## config.mk

```make
export PLATFORM = sky130hd
export DESIGN_NAME = acc_b_regs
export DESIGN_NICKNAME = d
export VERILOG_FILES = /design/src/pkg/acc_b_pkg.sv /design/src/rtl/acc_b_muldiv.sv /design/src/rtl/acc_b_regs.sv
export SDC_FILE = /design/constraint.sdc
export NUM_CORES = 1
export LEC_CHECK = 0
export ABC_AREA = 1
export CORE_MARGIN = 1.5
export CORE_UTILIZATION = 30
export CTS_BUF_LIST = sky130_fd_sc_hd__clkbuf_4 sky130_fd_sc_hd__clkbuf_8
export CTS_CLUSTER_DIAMETER = 80
export DETAILED_ROUTE_END_ITERATION = 8
export DONT_BUFFER_PORTS = 1
export GPL_TIMING_DRIVEN = 1
export PLACE_DENSITY = 0.46
export SYNTH_ARGS = -nofsm -noshare
export SYNTH_HDL_FRONTEND = slang
export SYNTH_HIERARCHICAL = 1
export SYNTH_SLANG_ARGS = --single-unit
```

## constraint.sdc

```tcl
create_clock -name i_clock -period 10.1 [get_ports i_clock]
set_input_delay 0.505 -clock i_clock [delete_from_list [all_inputs] [get_ports i_clock]]
set_output_delay 0.505 -clock i_clock [all_outputs]
set_load 0.01 [all_outputs]
```

## src/pkg/acc_b_pkg.sv

```systemverilog
// Purpose: shared constants and types for the accumulator and operand registers
// Assumes: 8-bit special function register space, one core clock
// Notes: offsets are the special function register addresses
package acc_b_pkg;

  // ------------------------------------------------------------
  // register map
  // ------------------------------------------------------------
  localparam int unsigned DATA_W = 8;
  localparam logic [7:0] ACC_ADDR = 8'hE0; // working_accumulator
  localparam logic [7:0] B_ADDR = 8'hF0; // multiplier_operand_reg
  localparam logic [7:0] ACC_RESET = 8'h00;
  localparam logic [7:0] B_RESET = 8'h00;
  localparam logic [7:0] RDATA_IDLE = 8'h00; // read data for an unmapped address

  // ------------------------------------------------------------
  // execution operations requested by the instruction sequencer
  // ------------------------------------------------------------
  typedef enum logic [1:0] {
    OP_NONE,
    OP_ACC_LOAD,
    OP_MUL,
    OP_DIV
  } exec_op_t;

  // ------------------------------------------------------------
  // carriers
  // ------------------------------------------------------------
  typedef struct packed {
    logic [7:0] addr;
    logic wr;
    logic rd;
    logic [7:0] wdata;
  } sfr_req_t;

  typedef struct packed {
    exec_op_t op;
    logic [7:0] result;
  } exec_req_t;

  typedef struct packed {
    logic valid;
    logic carry_flag;
    logic overflow_flag;
  } flag_upd_t;

endpackage

```

## src/rtl/acc_b_muldiv.sv

```systemverilog
// Purpose: unsigned 8x8 multiply and 8/8 divide on the two operand registers
// Assumes: pure combinational; the caller registers the results
// Notes: quotient and remainder read as zero when the divisor is zero
`timescale 1ns/1ps
module acc_b_muldiv
  import acc_b_pkg::*;
#(
  parameter int unsigned WIDTH = DATA_W
) (
  input wire logic [WIDTH-1:0] i_acc,
  input wire logic [WIDTH-1:0] i_opb,
  output logic [2*WIDTH-1:0] o_product,
  output logic [WIDTH-1:0] o_quotient,
  output logic [WIDTH-1:0] o_remainder,
  output logic o_div_zero
);

  // ------------------------------------------------------------
  // arithmetic
  // ------------------------------------------------------------
  // product is formed at full width so no high bits are lost
  always_comb begin
    o_product = {{WIDTH{1'b0}}, i_acc} * {{WIDTH{1'b0}}, i_opb};
    o_div_zero = (i_opb == '0);
    if (o_div_zero) begin
      o_quotient = '0;
      o_remainder = '0;
    end else begin
      o_quotient = i_acc / i_opb;
      o_remainder = i_acc % i_opb;
    end
  end

endmodule

```

## src/rtl/acc_b_regs.sv

```systemverilog
// Purpose: accumulator and multiplier operand registers of the processor core
// Assumes: sequencer presents one execution request per clock; core clock 40 MHz
// Notes: execution results win over a register-port write in the same cycle
`timescale 1ns/1ps
module acc_b_regs
  import acc_b_pkg::*;
(
  input wire logic i_clock,
  input wire logic i_rst,
  input wire sfr_req_t i_sfr,
  input wire exec_req_t i_exec,
  output logic [7:0] o_sfr_rdata,
  output logic o_sfr_hit,
  output logic [7:0] o_acc,
  output logic [7:0] o_opb,
  output logic o_parity,
  output flag_upd_t o_flags
);

  // ------------------------------------------------------------
  // state
  // ------------------------------------------------------------
  typedef struct packed {
    logic [7:0] acc;
    logic [7:0] opb;
    logic parity;
    logic [7:0] rdata;
    logic hit;
    flag_upd_t flags;
  } state_t;

  state_t state_q;
  state_t state_d;

  logic [15:0] product;
  logic [7:0] quotient;
  logic [7:0] remainder;
  logic div_zero;
  logic acc_sel;
  logic opb_sel;

  // ------------------------------------------------------------
  // multiply / divide unit
  // ------------------------------------------------------------
  // operands are wired only from the two registers, no other source
  acc_b_muldiv #(
    .WIDTH(DATA_W)
  ) u_muldiv (
    .i_acc(state_q.acc),
    .i_opb(state_q.opb),
    .o_product(product),
    .o_quotient(quotient),
    .o_remainder(remainder),
    .o_div_zero(div_zero)
  );

  // register port address decode
  assign acc_sel = (i_sfr.addr == ACC_ADDR);
  assign opb_sel = (i_sfr.addr == B_ADDR);

  // ------------------------------------------------------------
  // next state
  // ------------------------------------------------------------
  always_comb begin
    state_d = state_q;
    state_d.flags.valid = 1'b0;
    // register port writes, then execution results override
    if (i_sfr.wr && acc_sel) begin
      state_d.acc = i_sfr.wdata;
    end
    if (i_sfr.wr && opb_sel) begin
      state_d.opb = i_sfr.wdata;
    end
    unique case (i_exec.op)
      OP_NONE: begin
      end
      OP_ACC_LOAD: begin
        state_d.acc = i_exec.result;
      end
      OP_MUL: begin
        // standard product split across the two registers
        state_d.acc = product[7:0];
        state_d.opb = product[15:8];
        state_d.flags.valid = 1'b1;
        state_d.flags.carry_flag = 1'b0;
        state_d.flags.overflow_flag = (product[15:8] != 8'h00);
      end
      OP_DIV: begin
        // a zero divisor leaves both registers untouched and flags overflow
        if (!div_zero) begin
          state_d.acc = quotient;
          state_d.opb = remainder;
        end
        state_d.flags.valid = 1'b1;
        state_d.flags.carry_flag = 1'b0;
        state_d.flags.overflow_flag = div_zero;
      end
    endcase
    // parity tracks the accumulator value being registered
    state_d.parity = ^state_d.acc;
    // read answer is one cycle after the strobe, old value on a same-cycle write
    state_d.hit = i_sfr.rd && (acc_sel || opb_sel);
    if (i_sfr.rd && acc_sel) begin
      state_d.rdata = state_q.acc;
    end else if (i_sfr.rd && opb_sel) begin
      state_d.rdata = state_q.opb;
    end else begin
      state_d.rdata = RDATA_IDLE;
    end
  end

  // state register
  always_ff @(posedge i_clock or posedge i_rst) begin
    if (i_rst) begin
      state_q.acc <= ACC_RESET;
      state_q.opb <= B_RESET;
      state_q.parity <= 1'b0;
      state_q.rdata <= RDATA_IDLE;
      state_q.hit <= 1'b0;
      state_q.flags <= '0;
    end else begin
      state_q <= state_d;
    end
  end

  // outputs straight from flops
  assign o_acc = state_q.acc;
  assign o_opb = state_q.opb;
  assign o_parity = state_q.parity;
  assign o_sfr_rdata = state_q.rdata;
  assign o_sfr_hit = state_q.hit;
  assign o_flags = state_q.flags;
endmodule

```

==> metrics.md <==
| Metric | Value |
|---|---|
| CTS H-tree depth | `1` |
| Kind of start point of the critical path | `flip-flop` |
| Global routing's busiest layer | `met2` |
| Tightest slew margin relative to the limit | `between 40% and 50%` |
| Crit path max fanout | `8` |
| Post-layout utilization of the core | `34.1%` |
| Proportion of synthesized flip-flops having asynchronous set or reset | `100%` |
| Sequential cell area | `around 700 um2` |
| Most frequent cell after synthesis | `sky130_fd_sc_hd__nand2_1` |
| Area share of the leading cell type in the synthesized netlist | `16.1%` |
| Vias/cell | `4.80` |
| Total instance count after detailed placement | `about 1100` |
| Tightest Pin Transition | `between 0.7 and 0.8 ns` |
| Number of buffer cells added on primary ports | `0` |
| Overall die height | `144 um` |
| Max clock buf depth | `2` |
| Nets | `between 1000 and 1500` |
| Synth cell count leaders | `sky130_fd_sc_hd__nand2_1 (240), sky130_fd_sc_hd__inv_1 (169), sky130_fd_sc_hd__ha_1 (77)` |
| Global-route wire length before repair | `a little over 30 mm` |
| Number of design rule violations left after detail routing | `0` |
| Fmax | `~110 MHz` |
| Biggest cell delay along the critical path | `0.40 ns` |
| Number of core rows | `51` |
| Mapped Avg Cell Area | `between 6 and 7 um2` |
| Crit path time final | `around 9.3 ns` |
| Post-synth EDFFs | `0` |
| IO Count | `~60` |
| Die area | `20800 um2` |
| Placeable core region | `19500 um2` |
| Violation count after the first detailed-route iteration | `~290` |
| Final cell count without fillers | `1139` |
| Final setup violation count | `0` |
| Cell taking the most area after synthesis | `sky130_fd_sc_hd__ha_1` |
| Overall die width | `144 um` |
| Fill cell count | `roughly 2100` |
| R2r startpoint | `o_acc[7]` |
| Crit path required time | `10.26 ns` |
| Mean routed wirelength per cell | `17.0 um` |
| Total negative setup slack | `0 ns` |
| Endpoint of the worst register-to-register path | `o_opb[7]` |
| Final HPWL DP | `between 15 and 20 mm` |
| Residual overflow from global routing | `0` |
| Largest net degree at the start of global routing | `29` |
| Antenna violations before repair | `0` |
| Final hold viol count | `0` |
| Clock insertion delay at the later pin of the skew report | `roughly 0.28 ns` |
| Minimum setup slack after placement | `roughly 0.15 ns` |
| Cell type of the slowest stage on the worst timing path | `sky130_fd_sc_hd__dfrtp_1` |
| Worst-case reg-to-reg path depth | `70` |
| Setup Skew | `roughly 0.0050 ns` |
| Setup CP Type | `flip-flop to flip-flop` |
| Antenna-violating nets left | `0` |
| Area occupied by multi-input gates | `about 4700 um2` |
| Number of clock buffers inserted by TritonCTS | `3` |
| Number of different library cells in the post-synthesis netlist | `47` |
| Worst setup EP type | `flip-flop` |
| Clock sinks | `28` |
| Initial standard-cell utilization of the core | `30.7%` |
| Max-cap viol count | `0` |
| Synthesized flop and latch total | `28` |
| Critical path data arrival time | `around 9.5 ns` |
| Final RePlAce weighted congestion | `between 0.8 and 0.9` |
| Cells taking the most area after synthesis | `sky130_fd_sc_hd__ha_1 (16%), sky130_fd_sc_hd__nand2_1 (15%), sky130_fd_sc_hd__fa_1 (12%), sky130_fd_sc_hd__dfrtp_1 (12%), sky130_fd_sc_hd__inv_1 (11%)` |
| Clk pin slew, worst setup/hold paths | `0.10 ns` |
| Number of max-slew violations in the final report | `0` |
| Syn-to-layout area delta | `11.2%` |
| Layout cells sized above 1 | `between 10% and 20%` |
| TritonCTS clock tree | `done` |
| Tot GR Track Use | `19.2%` |
| Netlist Area Pre-Place | `roughly 6000 um2` |
| GRT met3 Usage | `4.64%` |
| Syn_nets | `around 1000` |
| Most used flip-flop cell after synthesis | `sky130_fd_sc_hd__dfrtp_1` |
| Most frequent CP cell | `sky130_fd_sc_hd__nand2_1` |
| Met1 Track Usage GR | `between 20% and 30%` |
| Part of the Yosys area used for sequential elements | `11.7%` |
| Outcome | `finished clean` |
| R2R Setup Slk | `approximately 0.8 ns` |
| Vias after detailed routing | `approximately 5500` |
| Router iterations before antenna repair | `5` |
| Synth warnings | `6` |
| Root buf cell | `sky130_fd_sc_hd__clkbuf_8` |
| Antenna cell count | `0` |
| Drt total wl | `slightly below 20 mm` |
| Fraction of met2 tracks used by global routing | `a little under a third` |
| Gate count of the mapped netlist | `869` |
| Number of global-route vias before repair | `5415` |
| Share of the clock period used by the worst path | `92.2%` |
| Classification of the worst-slack hold path | `input pin to async pin` |
| Final worst setup slack | `between 0.7 and 0.8 ns` |
[cells by family (layout without fill, tap and decap cells)]
family,after synthesis,count (layout),synth area share [%]
simple gates,382,382,30.4
buf+inv,206,211,13.9
fa+ha+maj,114,114,28.5
compound gates,109,109,11.0
xor+xnor,29,29,4.25
flops,28,28,11.7
other cells,1,1,0.0628
[cell type report]
class	instances	area share (%)
clock buffer	4	0.830
sequential	28	10.6
timing repair buffer	28	3.17
inverter	179	10.3
multi-input combinational	635	70.1
tap	265	5.00
[routing by layer]
layer	routed length, um	vias up
met4	369	0
met2	8690	126
met3	1210	26
li1	-	2755
met1	9150	2558
met5	0	-
[critical path, delay by kind of cell, from the launching register on]
family	cells	cell delay (ns)
flip-flops	1	0.40
AO/OA/AOI/OAI	15	1.98
AND/OR/NAND/NOR	39	3.92
buffers and inverters	8	0.51
adder cells (fa/ha/maj)	8	2.36
[registers in the layout, indices dropped and copies added, names as in the netlist]
name,count
o_sfr_rdata,8
o_opb,8
o_sfr_hit,1
o_flags,2
o_parity,1
o_acc,8
[metrics by stage]
step,hold WS (ns),instance area (um2)
global placement,0.489,6290
floorplan,0.532,5970
detailed placement,0.493,6290
global route,0.189,6640
CTS,0.185,6340
finish,0.163,6640
[cells in the final DEF (no fill, tap or decap), types with 17 or more instances in the layout]
master                    synthesis  final
sky130_fd_sc_hd__nand2_1        240    237
sky130_fd_sc_hd__inv_1          169    168
sky130_fd_sc_hd__ha_1            77     68
sky130_fd_sc_hd__nand3_1         48     48
sky130_fd_sc_hd__a21oi_1         48     42
sky130_fd_sc_hd__fa_1            37     37
sky130_fd_sc_hd__dfrtp_1         28     28
sky130_fd_sc_hd__buf_4            4     28
sky130_fd_sc_hd__nor2_1          23     22
sky130_fd_sc_hd__xor2_1          20     20
sky130_fd_sc_hd__o21ai_0         22     17
[worst max-delay path by stage]
| stage | startpoint | slack [ns] | end | cells past startpoint |
|---|---|---|---|---|
| after floorplan | o_opb[0] | 0.81 | o_parity | 69 |
| after global placement | o_opb[0] | 0.22 | o_opb[7] | 71 |
| after detailed placement | o_opb[0] | 0.15 | o_opb[7] | 71 |
| after CTS | o_acc[7] | 0.09 | o_opb[7] | 70 |
| after global routing | o_acc[7] | -0.05 | o_parity | 70 |
| final | o_acc[7] | 0.79 | o_opb[7] | 70 |
[timing repair]
action	in CTS	in global routing
resized for setup	0	43
setup buffers	0	9
setup endpoints to repair	0	10
hold buffers	0	0
Power is not shown: default switching activity piles up to over one toggle a cycle in this logic, so the estimate is an artifact.
